File: src/rtl/madec_defs.svh
// memory address decoder constants: offsets, bounds, reset values
// assumes inclusion by bare name from design files
`ifndef MADEC_DEFS_SVH
`define MADEC_DEFS_SVH

`define MADEC_RF_SIZE        13'h1000
`define MADEC_CTRL_BASE      12'hF00
`define MADEC_CTRL_TOP       12'hFFF
`define MADEC_RAM_BASE       12'h000
`define MADEC_PM_SIZE        17'h10000
`define MADEC_UNIMPL_BYTE    8'hFF
`define MADEC_OPT_LO         16'h0000
`define MADEC_RESET_VEC      16'h0002
`define MADEC_WDT_VEC        16'h0004
`define MADEC_ILL_VEC        16'h0006
`define MADEC_IRQ_VEC_LO     16'h0008
`define MADEC_IRQ_VEC_HI     16'h0037
`define MADEC_RSV_VEC        16'h0038
`define MADEC_OSC_VEC_LO     16'h003A
`define MADEC_OSC_VEC_HI     16'h003D
`define MADEC_CODE_BASE      16'h003E
`define MADEC_INFO_LO        16'hFE00
`define MADEC_INFO_HI        16'hFF7F
`define MADEC_PARTNO_LO      7'h40
`define MADEC_PARTNO_HI      7'h53
`define MADEC_INFO_EN_BIT    7
`define MADEC_INFO_DEPTH     128
`define MADEC_RDATA_RST      8'h00

`endif

File: src/rtl/madec_pkg.sv
// memory address decoder types
// assumes madec_defs.svh is compiled alongside
package madec_pkg;

  typedef enum logic [2:0] {
    MADEC_RF_RAM,
    MADEC_RF_HOLE,
    MADEC_RF_CTRL
  } madec_rf_tgt_t;

  typedef enum logic [3:0] {
    MADEC_PM_OPTION,
    MADEC_PM_RESET_VEC,
    MADEC_PM_WDT_VEC,
    MADEC_PM_ILL_VEC,
    MADEC_PM_IRQ_VEC,
    MADEC_PM_RSV_VEC,
    MADEC_PM_OSC_VEC,
    MADEC_PM_CODE,
    MADEC_PM_UNIMPL,
    MADEC_PM_INFO
  } madec_pm_tgt_t;

  typedef struct packed {
    logic        rd;
    logic        wr;
    logic [11:0] addr;
    logic [7:0]  wdata;
  } madec_rf_req_t;

  typedef struct packed {
    logic        rd;
    logic        wr;
    logic [15:0] addr;
    logic [7:0]  wdata;
  } madec_pm_req_t;

endpackage

File: src/rtl/madec_info_rom.sv
// read-only information area, 128 bytes, part number at 0x40..0x53
// assumes the part string is given as a parameter, left-justified
`include "madec_defs.svh"

module madec_info_rom #(
  parameter int         PARTNO_LEN = 20,
  parameter logic [159:0] PARTNO   = {"ANYPART", {13{8'hFF}}},
  parameter logic [7:0] CAL_FILL   = 8'hFF
) (
  input  wire logic       clk,
  input  wire logic [6:0] addr,
  output logic      [7:0] rdata
);

  // =====================================================================
  // constant contents, no write path exists
  logic [7:0] rom [`MADEC_INFO_DEPTH];

  generate
    for (genvar i = 0; i < `MADEC_INFO_DEPTH; i++)
    begin : g_rom
      if (i >= `MADEC_PARTNO_LO && i <= `MADEC_PARTNO_HI)
      begin : g_pn
        assign rom[i] = PARTNO[159 - 8*(i - `MADEC_PARTNO_LO) -: 8]; // RL16
      end
      else
      begin : g_cal
        assign rom[i] = CAL_FILL;
      end
    end
  endgenerate

  always_ff @(posedge clk)
  begin
    rdata <= rom[addr]; // RL15
  end

endmodule

File: src/rtl/madec_top.sv
// memory address decoder: register file, program memory, info overlay
// assumes core issues one access per cycle; read data three cycles later
//
// Behaviour
// [RL1] Register file space of 4096 bytes is decoded into RAM and control sections.
// [RL2] Addresses F00H to FFFH are routed to the control register section.
// [RL3] Reserved control addresses read undefined; software should not write them.
// [RL4] On-chip RAM starts at register file address 000H and is contiguous.
// [RL5] RAM size is a parameter from 256 bytes to 1 KB fixing the RAM end.
// [RL6] Addresses between RAM end and the control region read undefined, writes ignored.
// [RL7] Program memory is a separate 64 KB space.
// [RL8] Flash is a parameter from 1 KB to 8 KB starting at program address zero.
// [RL9] Program reads above flash return FFH and writes there do nothing.
// [RL10] Low program addresses decode to option bits, vectors, reserved pair, osc traps.
// [RL11] Code region begins at 003E and ends at the top of flash.
// [RL12] No data memory space is implemented.
// [RL13] Info area access is enabled only while bit 7 of page select is 1.
// [RL14] With info enabled, reads of FE00H..FF7FH return info-area bytes.
// [RL15] The info area is read-only through every path.
// [RL16] Info offsets 40H..53H hold a 20-character part number padded with FFH.
// [RL17] With info disabled, FE00H..FF7FH decode as normal program memory.
`include "madec_defs.svh"

module madec_top #(
  parameter int RAM_BYTES   = 1024,
  parameter int FLASH_BYTES = 8192
) (
  input  wire logic                          clk,
  input  wire logic                          rst_n,
  input  wire madec_pkg::madec_rf_req_t      rf_req,
  input  wire logic                    [7:0] ram_rdata,
  input  wire logic                    [7:0] ctrl_rdata,
  input  wire logic                    [7:0] page_sel,
  input  wire madec_pkg::madec_pm_req_t      pm_req,
  input  wire logic                    [7:0] flash_rdata,
  output logic                         [7:0] rf_rdata,
  output logic                               ram_we,
  output logic                               ram_re,
  output logic                         [9:0] ram_addr,
  output logic                         [7:0] ram_wdata,
  output logic                               ctrl_we,
  output logic                               ctrl_re,
  output logic                         [7:0] ctrl_addr,
  output logic                         [7:0] ctrl_wdata,
  output madec_pkg::madec_rf_tgt_t           rf_tgt,
  output logic                         [7:0] pm_rdata,
  output logic                               flash_re,
  output logic                               flash_we,
  output logic                        [12:0] flash_addr,
  output logic                         [7:0] flash_wdata,
  output madec_pkg::madec_pm_tgt_t           pm_tgt,
  output logic                               info_en
);

  // =====================================================================
  // bounds
  localparam logic [12:0] RAM_END   = 13'(RAM_BYTES);   // RL5
  localparam logic [16:0] FLASH_END = 17'(FLASH_BYTES); // RL8

  // =====================================================================
  // state
  typedef struct packed {
    logic                      [7:0]  rf_rdata;
    logic                             ram_we;
    logic                             ram_re;
    logic                      [9:0]  ram_addr;
    logic                      [7:0]  ram_wdata;
    logic                             ctrl_we;
    logic                             ctrl_re;
    logic                      [7:0]  ctrl_addr;
    logic                      [7:0]  ctrl_wdata;
    madec_pkg::madec_rf_tgt_t         rf_tgt;
    madec_pkg::madec_rf_tgt_t         rf_tgt_d;
    logic                             rf_rd_d;
    logic                             rf_rd_d2;
    logic                      [7:0]  pm_rdata;
    logic                             flash_re;
    logic                             flash_we;
    logic                      [12:0] flash_addr;
    logic                      [7:0]  flash_wdata;
    madec_pkg::madec_pm_tgt_t         pm_tgt;
    logic                             pm_rd_d;
    logic                             pm_info_d;
    logic                             pm_unimpl_d;
    logic                             pm_rd_d2;
    logic                             pm_info_d2;
    logic                             pm_unimpl_d2;
    logic                      [7:0]  info_q;
    logic                             sel_s1;
    logic                             sel_s2;
    logic                             info_en;
  } madec_state_t;

  madec_state_t st_r;
  madec_state_t st_nxt;
  logic   [7:0] info_rdata;
  logic         rf_in_ram;
  logic         rf_in_ctrl;
  logic         pm_in_flash;
  logic         pm_in_info;

  madec_info_rom u_info (
    .clk   (clk),
    .addr  (pm_req.addr[6:0]),
    .rdata (info_rdata)
  );

  // =====================================================================
  // region compare
  always_comb
  begin
    rf_in_ctrl  = rf_req.addr >= `MADEC_CTRL_BASE;                 // RL2
    rf_in_ram   = {1'b0, rf_req.addr} < RAM_END;                   // RL4
    pm_in_flash = {1'b0, pm_req.addr} < FLASH_END;                 // RL8
    pm_in_info  = st_r.info_en && pm_req.addr >= `MADEC_INFO_LO
                  && pm_req.addr <= `MADEC_INFO_HI;                // RL14 RL17
  end

  // =====================================================================
  // next state
  always_comb
  begin
    st_nxt = st_r;
    // page select bit passes two sync flops and the info_en flop, then enables overlay
    st_nxt.sel_s1  = page_sel[`MADEC_INFO_EN_BIT];
    st_nxt.sel_s2  = st_r.sel_s1;
    st_nxt.info_en = st_r.sel_s2; // RL13

    // register file: 12-bit address covers exactly 4096 bytes
    st_nxt.ram_we    = 1'b0;
    st_nxt.ram_re    = 1'b0;
    st_nxt.ctrl_we   = 1'b0;
    st_nxt.ctrl_re   = 1'b0;
    st_nxt.ram_addr  = rf_req.addr[9:0];
    st_nxt.ram_wdata = rf_req.wdata;
    st_nxt.ctrl_addr = rf_req.addr[7:0];
    st_nxt.ctrl_wdata = rf_req.wdata;
    if (rf_in_ctrl) // RL1
    begin
      st_nxt.rf_tgt  = madec_pkg::MADEC_RF_CTRL;
      st_nxt.ctrl_we = rf_req.wr; // RL3
      st_nxt.ctrl_re = rf_req.rd;
    end
    else if (rf_in_ram)
    begin
      st_nxt.rf_tgt = madec_pkg::MADEC_RF_RAM;
      st_nxt.ram_we = rf_req.wr;
      st_nxt.ram_re = rf_req.rd;
    end
    else
    begin
      st_nxt.rf_tgt = madec_pkg::MADEC_RF_HOLE; // RL6
    end
    // second stage matches the registered memory's one-cycle latency
    st_nxt.rf_rd_d  = rf_req.rd;
    st_nxt.rf_rd_d2 = st_r.rf_rd_d;
    st_nxt.rf_tgt_d = st_r.rf_tgt;

    // register file read data, three cycles after the request
    if (st_r.rf_rd_d2)
    begin
      unique case (st_r.rf_tgt_d)
        madec_pkg::MADEC_RF_RAM:  st_nxt.rf_rdata = ram_rdata;
        madec_pkg::MADEC_RF_CTRL: st_nxt.rf_rdata = ctrl_rdata;
        madec_pkg::MADEC_RF_HOLE: st_nxt.rf_rdata = `MADEC_RDATA_RST; // RL6
        default:                  st_nxt.rf_rdata = `MADEC_RDATA_RST;
      endcase
    end

    // program memory; no data memory port exists
    st_nxt.flash_re    = 1'b0; // RL12
    st_nxt.flash_we    = 1'b0;
    st_nxt.flash_addr  = pm_req.addr[12:0];
    st_nxt.flash_wdata = pm_req.wdata;
    if (pm_in_info) // RL14
    begin
      st_nxt.pm_tgt = madec_pkg::MADEC_PM_INFO;
      // writes dropped here: overlay never writes anything
    end
    else if (!pm_in_flash) // RL7 RL9 RL17
    begin
      st_nxt.pm_tgt = madec_pkg::MADEC_PM_UNIMPL;
    end
    else
    begin
      st_nxt.flash_re = pm_req.rd;
      st_nxt.flash_we = pm_req.wr;
      if (pm_req.addr < `MADEC_RESET_VEC) // RL10
        st_nxt.pm_tgt = madec_pkg::MADEC_PM_OPTION;
      else if (pm_req.addr < `MADEC_WDT_VEC)
        st_nxt.pm_tgt = madec_pkg::MADEC_PM_RESET_VEC;
      else if (pm_req.addr < `MADEC_ILL_VEC)
        st_nxt.pm_tgt = madec_pkg::MADEC_PM_WDT_VEC;
      else if (pm_req.addr < `MADEC_IRQ_VEC_LO)
        st_nxt.pm_tgt = madec_pkg::MADEC_PM_ILL_VEC;
      else if (pm_req.addr <= `MADEC_IRQ_VEC_HI)
        st_nxt.pm_tgt = madec_pkg::MADEC_PM_IRQ_VEC;
      else if (pm_req.addr < `MADEC_OSC_VEC_LO)
        st_nxt.pm_tgt = madec_pkg::MADEC_PM_RSV_VEC;
      else if (pm_req.addr <= `MADEC_OSC_VEC_HI)
        st_nxt.pm_tgt = madec_pkg::MADEC_PM_OSC_VEC;
      else
        st_nxt.pm_tgt = madec_pkg::MADEC_PM_CODE; // RL11
    end
    st_nxt.pm_rd_d      = pm_req.rd;
    st_nxt.pm_info_d    = pm_in_info;
    st_nxt.pm_unimpl_d  = !pm_in_info && !pm_in_flash;
    st_nxt.pm_rd_d2     = st_r.pm_rd_d;
    st_nxt.pm_info_d2   = st_r.pm_info_d;
    st_nxt.pm_unimpl_d2 = st_r.pm_unimpl_d;
    // info byte held one cycle to line up with flash data
    st_nxt.info_q       = info_rdata;

    if (st_r.pm_rd_d2)
    begin
      if (st_r.pm_info_d2)
        st_nxt.pm_rdata = st_r.info_q; // RL14
      else if (st_r.pm_unimpl_d2)
        st_nxt.pm_rdata = `MADEC_UNIMPL_BYTE; // RL9
      else
        st_nxt.pm_rdata = flash_rdata;
    end

    if (!rst_n)
    begin
      st_nxt = '0;
    end
  end

  always_ff @(posedge clk)
  begin
    st_r <= st_nxt;
  end

  // =====================================================================
  // outputs straight from state flops
  assign rf_rdata    = st_r.rf_rdata;
  assign ram_we      = st_r.ram_we;
  assign ram_re      = st_r.ram_re;
  assign ram_addr    = st_r.ram_addr;
  assign ram_wdata   = st_r.ram_wdata;
  assign ctrl_we     = st_r.ctrl_we;
  assign ctrl_re     = st_r.ctrl_re;
  assign ctrl_addr   = st_r.ctrl_addr;
  assign ctrl_wdata  = st_r.ctrl_wdata;
  assign rf_tgt      = st_r.rf_tgt;
  assign pm_rdata    = st_r.pm_rdata;
  assign flash_re    = st_r.flash_re;
  assign flash_we    = st_r.flash_we;
  assign flash_addr  = st_r.flash_addr;
  assign flash_wdata = st_r.flash_wdata;
  assign pm_tgt      = st_r.pm_tgt;
  assign info_en     = st_r.info_en;

endmodule

File: config.mk
export PLATFORM = sky130hd
export DESIGN_NAME = madec_top
export DESIGN_NICKNAME = d
export VERILOG_FILES = /design/src/rtl/madec_pkg.sv /design/src/rtl/madec_info_rom.sv /design/src/rtl/madec_top.sv
export VERILOG_INCLUDE_DIRS = /design/src /design/src/rtl
export SDC_FILE = /design/constraint.sdc
export NUM_CORES = 1
export LEC_CHECK = 0
export BUFFER_PORTS_ARGS = -buffer_cell sky130_fd_sc_hd__buf_4
export CORE_MARGIN = 1.5
export CORE_UTILIZATION = 30
export DETAILED_ROUTE_END_ITERATION = 10
export GPL_ROUTABILITY_DRIVEN = 0
export PLACE_DENSITY = 0.59
export SETUP_SLACK_MARGIN = 0.2
export SLEW_MARGIN = 40
export SYNTH_ARGS = -nofsm -noshare
export SYNTH_HDL_FRONTEND = slang
export SYNTH_HIERARCHICAL = 1
export SYNTH_SLANG_ARGS = --single-unit
export TNS_END_PERCENT = 20
File: constraint.sdc
create_clock -name clk -period 1.4 [get_ports clk]
set_input_delay 0.07 -clock clk [delete_from_list [all_inputs] [get_ports clk]]
set_output_delay 0.07 -clock clk [all_outputs]
set_load 0.1 [all_outputs]
# == Yosys cells after proc, flatten, opt, wreduce, memory -nomap -nowiden ==
# Memories as Yosys holds them, arrays and structs flattened. A register that Yosys moved wholly into a read port is not among the register bits.
# Index checks and enable logic that the tools add are counted.
# totals
elab_cells,75
output_inout_bits,85
rom_bits,1024
reg_bits,98
n_memories,1
# op_classes
eq_ne,1
mux,14
n_bitwise,4
reduce_logical,12
order_cmp,12
# mem_list
memory,words,word_bits,read_ports,rd_ports_with_merged_regs,wr,line_no,rtl
(no name shown),128,8,1,1,0,madec_info_rom.sv:35,rdata <= rom[addr];
# ops
operator,count
<= comparator 16 x 6 -> 1 bit (second input constant),2
less-than comparator 16 x 3 -> 1 bit (second input constant),2
>= comparator 16 bit (second input constant),1
<= comparator 16 bit (second input constant),1
less-than comparator 16 x 14 -> 1 bit (second input constant),1
less-than comparator 16 x 2 -> 1 bit (second input constant),1
less-than comparator 16 x 4 -> 1 bit (second input constant),1
less-than comparator 16 x 6 -> 1 bit (second input constant),1
2-to-1 mux 8 bit,2
case mux 8 bit (2 select lines),1
>= comparator 12 bit (second input constant),1
less-than comparator 12 x 11 -> 1 bit (second input constant),1
2-to-1 mux 3 bit,4
2-to-1 mux 4 bit,2
NOT 7 -> 8 bit,1
OR reduction 7 bit,1
2-to-1 mux 2 bit,3
OR reduction 3 bit,2
OR reduction 5 bit,1
equality test 3 x 2 -> 1 bit (second input constant),1
logical AND 1 bit,3
logical NOT 3 bit,1
NOT 1 bit,3
logical NOT 1 bit,2
other kinds (3),4

# == Depth between registers and ports, before layout ==
# logic_depth
word_depth,10
ltp_mapped,5
ltp_nobuf,4

# == By module ==
# The synthesis kept the hierarchy.
# by_module_without_submodules
module,cells_per_inst,instances,area_each_um2,seq_area_each_um2
madec_top,335,1,3395.8,1761.7
madec_info_rom,28,1,279.0,120.1

# == Worst setup path before layout ==
# Ideal clock, no wire load.
# synth_timing
kind,register to register
startpoint,reg st_r (netlist bit info_en)
endpoint,reg st_r (netlist bit pm_tgt[0])
setup_ps,79
stages_incl_launch_ff,4
arrival_time_ps,1438
period_less_slack_ps,1517
path_slack_ps,-117
path_buffers,0
path_cell_list,dfxtp_1 nand4_1 nand4bb_1 o211ai_1
# synth_between
elab_chain_len,3
# synth_rtl
item,line_no,rtl
from (decl),madec_top.sv:94,madec_state_t st_r;
from (signal assigned),madec_top.sv:232,st_r <= st_nxt;
logical AND 1 bit (no source line) (2 in a row),n/a,
2-to-1 mux 4 bit,madec_top.sv:175,if (pm_in_info)
# Every way passes these cells.
# A chain may end at the register's enable or synchronous reset.

# == Worst setup path after layout ==
# layout_timing
startpoint,in pm_req[8] (netlist bit)
endpoint,reg u_info.rdata[0]
# layout_between
elab_chain_len,1
# layout_rtl
item,line_no,rtl
from (decl),madec_top.sv:34,"input wire madec_pkg::madec_pm_req_t pm_req,"
NOT 7 -> 8 bit (not written as such),madec_info_rom.sv:35,
to (decl),madec_info_rom.sv:12,output logic [7:0] rdata
# Every way passes these cells.

==> flow_summary.json <==
{
  "outcome": "completed",
  "relSlewSlack": 0.660,
  "rsz0062_at_grt": "no",
  "antenna_found_initial": 0,
  "clock_latency_ps": 340,
  "vias_per_cell": 4.12,
  "finalMaxSlewViolations": 0,
  "grt_usage": 0.127,
  "drive_gt1_frac": 0.378,
  "combPwrFrac": 0.228,
  "tightest_slew_ps": 503,
  "cts_buffers": 9,
  "cts_resized": 0,
  "ys_ff_latch": 94,
  "clock_sinks": 94,
  "stdcell_count": 642,
  "wl_per_cell_microns": 12.4,
  "crit_type": "input port to register",
  "layout.nets": 575,
  "placed_cells": 581,
  "clock-root-buffer": "clkbuf_16",
  "power_switching_uw": 2050,
  "fin_crit_sh": 0.814,
  "die_w_microns": 114,
  "worst_r2r_path_depth": 4,
  "setup_viol": 0,
  "drc": 0,
  "drt_iter0_drc": 112,
  "cts_tree": "built",
  "worstHoldEndpoint": "pm_tgt[3]$_SDFF_PN0_",
  "p_int_uw": 4490,
  "drtAntennaViolNets": 0,
  "cts.clk_slew.worst_paths_ps": 60,
  "grt_max_degree": 71,
  "holdCritStartpoint": "pm_req[23]",
  "setup-tns-final_ps": 0,
  "drtPass1Iterations": 4,
  "r2r_slack_ps": 300,
  "r2r-end": "rf_rdata[5]$_SDFFE_PN0P_",
  "n_antenna_cell": 0,
  "path_max_fanout": 6,
  "worst_setup_path_start_kind": "input port",
  "power.density_nw_per_um2": 1260,
  "die_area_sq_um": 12900,
  "p_seq_frac": 0.435,
  "ioPinCount": 167,
  "ir_drop_v": 0.000434,
  "clock_path_buffers": 2,
  "port-buffer-count": 158,
  "whs_path_depth": 3,
  "initial_core_util": 0.307,
  "htreeDepth": 3,
  "routed_wl_mm": 7.97,
  "synthCells": 363,
  "total_power_uw": 6540,
  "whs_ps": 18.1,
  "synth_area_sq_um": 3670,
  "num_vias": 2644,
  "r2r_start": "st_r[55]$_SDFF_PN0_",
  "min_path_type": "input port to register",
  "coreArea_sq_um": 12000,
  "max_freq_ghz": 0.878,
  "critPathRequiredTime_ps": 1680,
  "power_leakage_uw": 0.00233,
  "worstPathArrival_ps": 1420,
  "dieHeight_microns": 114,
  "switching_share": 0.313,
  "drv_cap": 0,
  "grt-ovfl-total": 0,
  "grt_pass1_vias": 2645,
  "pwr-share-clk": 0.337,
  "yosysUniqueCellTypes": 33,
  "hold_viol": 0,
  "avgSynthCellArea_sq_um": 10.1,
  "num_rows": 40,
  "yosys_warnings": 6,
  "worstSetupEndpointType": "register",
  "layout_min_cycle_time_ps": 1140,
  "finClkSkew_ps": 3.05,
  "yosysSeqAreaShare": 0.512,
  "synth_nets": 448,
  "dp_hpwl_mm": 5.49,
  "grt_first_pass_wirelength_mm": 12.5,
  "areaGrowthSynthToFinish_pct": 40.7
}
[kinds of logic after synthesis]
logic type	share of synthesized area
adders and majority gates	0.0102
AOI/OAI and AO/OA	0.0698
buffers and inverters	0.191
DFF	0.512
and+or+nand+nor	0.190
other	0.00204
muxes	0.0249
[power by group through the flow]
stage	logic (uW)	registers, uW	clock network, uW
after floorplan	1130	2910	0
after global placement	1390	2900	0
after detailed placement	1400	2900	0
after CTS	1500	2840	2310
after global routing	1560	2850	2430
final	1490	2840	2200
[synth_stat cells]
master	instances	area share
dfxtp_1	94	0.51
buf_4	80	0.16
and2_1	67	0.11
inv_1	14	0.014
clkbuf_1	13	0.013
nand2b_1	12	0.020
a21oi_1	11	0.015
nand2_1	9	0.0092
o22ai_1	9	0.015
mux2i_1	8	0.022
o221ai_1	7	0.017
nor3_1	5	0.0068
nor2_1	4	0.0041
o211ai_1	4	0.0082
ha_1	3	0.010
nand3_1	3	0.0041
conb_1	2	0.0020
nand4_1	2	0.0034
or2_2	2	0.0034
a2111oi_4	1	0.0075
a21boi_0	1	0.0020
and2_2	1	0.0020
and3_1	1	0.0017
and4_1	1	0.0024
mux2_2	1	0.0031
nand4bb_1	1	0.0031
nor4_1	1	0.0017
nor4b_1	1	0.0024
nor4b_4	1	0.0065
o211a_1	1	0.0027
o31a_1	1	0.0024
or3_1	1	0.0017
or4_4	1	0.0031
[per-layer routing]
metal	vias to the layer above	wire [microns]	global-route usage
li1	1344	-	-
met1	1178	3260	0.137
met2	108	3950	0.223
met3	14	527	0.0329
met4	0	228	0.0767
met5	-	0	0
[repair_timing]
action / CTS / global route
endpoints found under the setup margin: 0 / 1
hold endpoints to repair: 50 / 0
hold buffers: 44 / 0
buffers inserted: 0 / 1
[stage by stage]
stage          setup WS [ps]  utilization  area [sq um]
6_report                 261        0.432          5170
5_1_grt                  208        0.432          5170
4_1_cts                  236        0.432          5160
3_5_place_dp            77.2        0.372          4450
3_3_place_gp            87.9        0.372          4450
2_1_floorplan            184            -          3680
[final cells by class]
type / instances / area, sq um
fillers: 1153 / 6790
flip-flops and latches: 94 / 1880
well taps: 147 / 184
repair buffers: 209 / 1690
inverters: 14 / 52.6
multi-input cells: 162 / 1090
clock inverters: 4 / 22.5
clock buffers: 12 / 246
[state kept, by name, summed over array words and instances, names as in the netlist, 2 cells and up]
register	count
st_r	20
rf_rdata	8
ram_addr	10
u_info/rdata	6
rf_tgt	2
pm_tgt	4
ctrl_wdata	8
pm_rdata	8
flash_wdata	8
flash_addr	13
[placed cells by master, fill, tap and decap left out, types with 2 or more instances in the layout]
cell,count
buf_4,164
dfxtp_1,93
and2_1,67
dlygate4sd3_1,44
inv_1,14
nand2b_1,12
a21oi_1,11
o22ai_1,9
nand2_1,9
clkbuf_16,9
mux2i_1,8
o221ai_1,7
nor3_1,5
o211ai_1,4
nor2_1,4
clkinv_2,3
nand3_1,3
ha_1,3
or2_2,2
nand4_1,2
conb_1,2
clkbuf_1,2
[worst max path at each step]
| stage | start | endpoint |
|---|---|---|
| 2_1_floorplan | st_r[55]$_SDFF_PN0_ | rf_rdata[4]$_SDFFE_PN0P_ |
| 3_3_place_gp | pm_req[19] | pm_tgt[0]$_SDFF_PN0_ |
| 3_5_place_dp | pm_req[19] | pm_tgt[0]$_SDFF_PN0_ |
| 4_1_cts | pm_req[12] | u_info/rdata[4]$_SDFF_PP1_ |
| 5_1_grt | st_r[55]$_SDFF_PN0_ | rf_rdata[5]$_SDFFE_PN0P_ |
| 6_report | pm_req[8] | u_info/rdata[0]$_SDFF_PP1_ |
[worst max-delay path, cell delays in order]
cell	delay [ps]
dlygate4sd3_1	530
buf_4	140
inv_1	50
ha_1	300
mux2_2	260
nand2_1	70
Note: power is estimated with default switching activity, not from simulation.
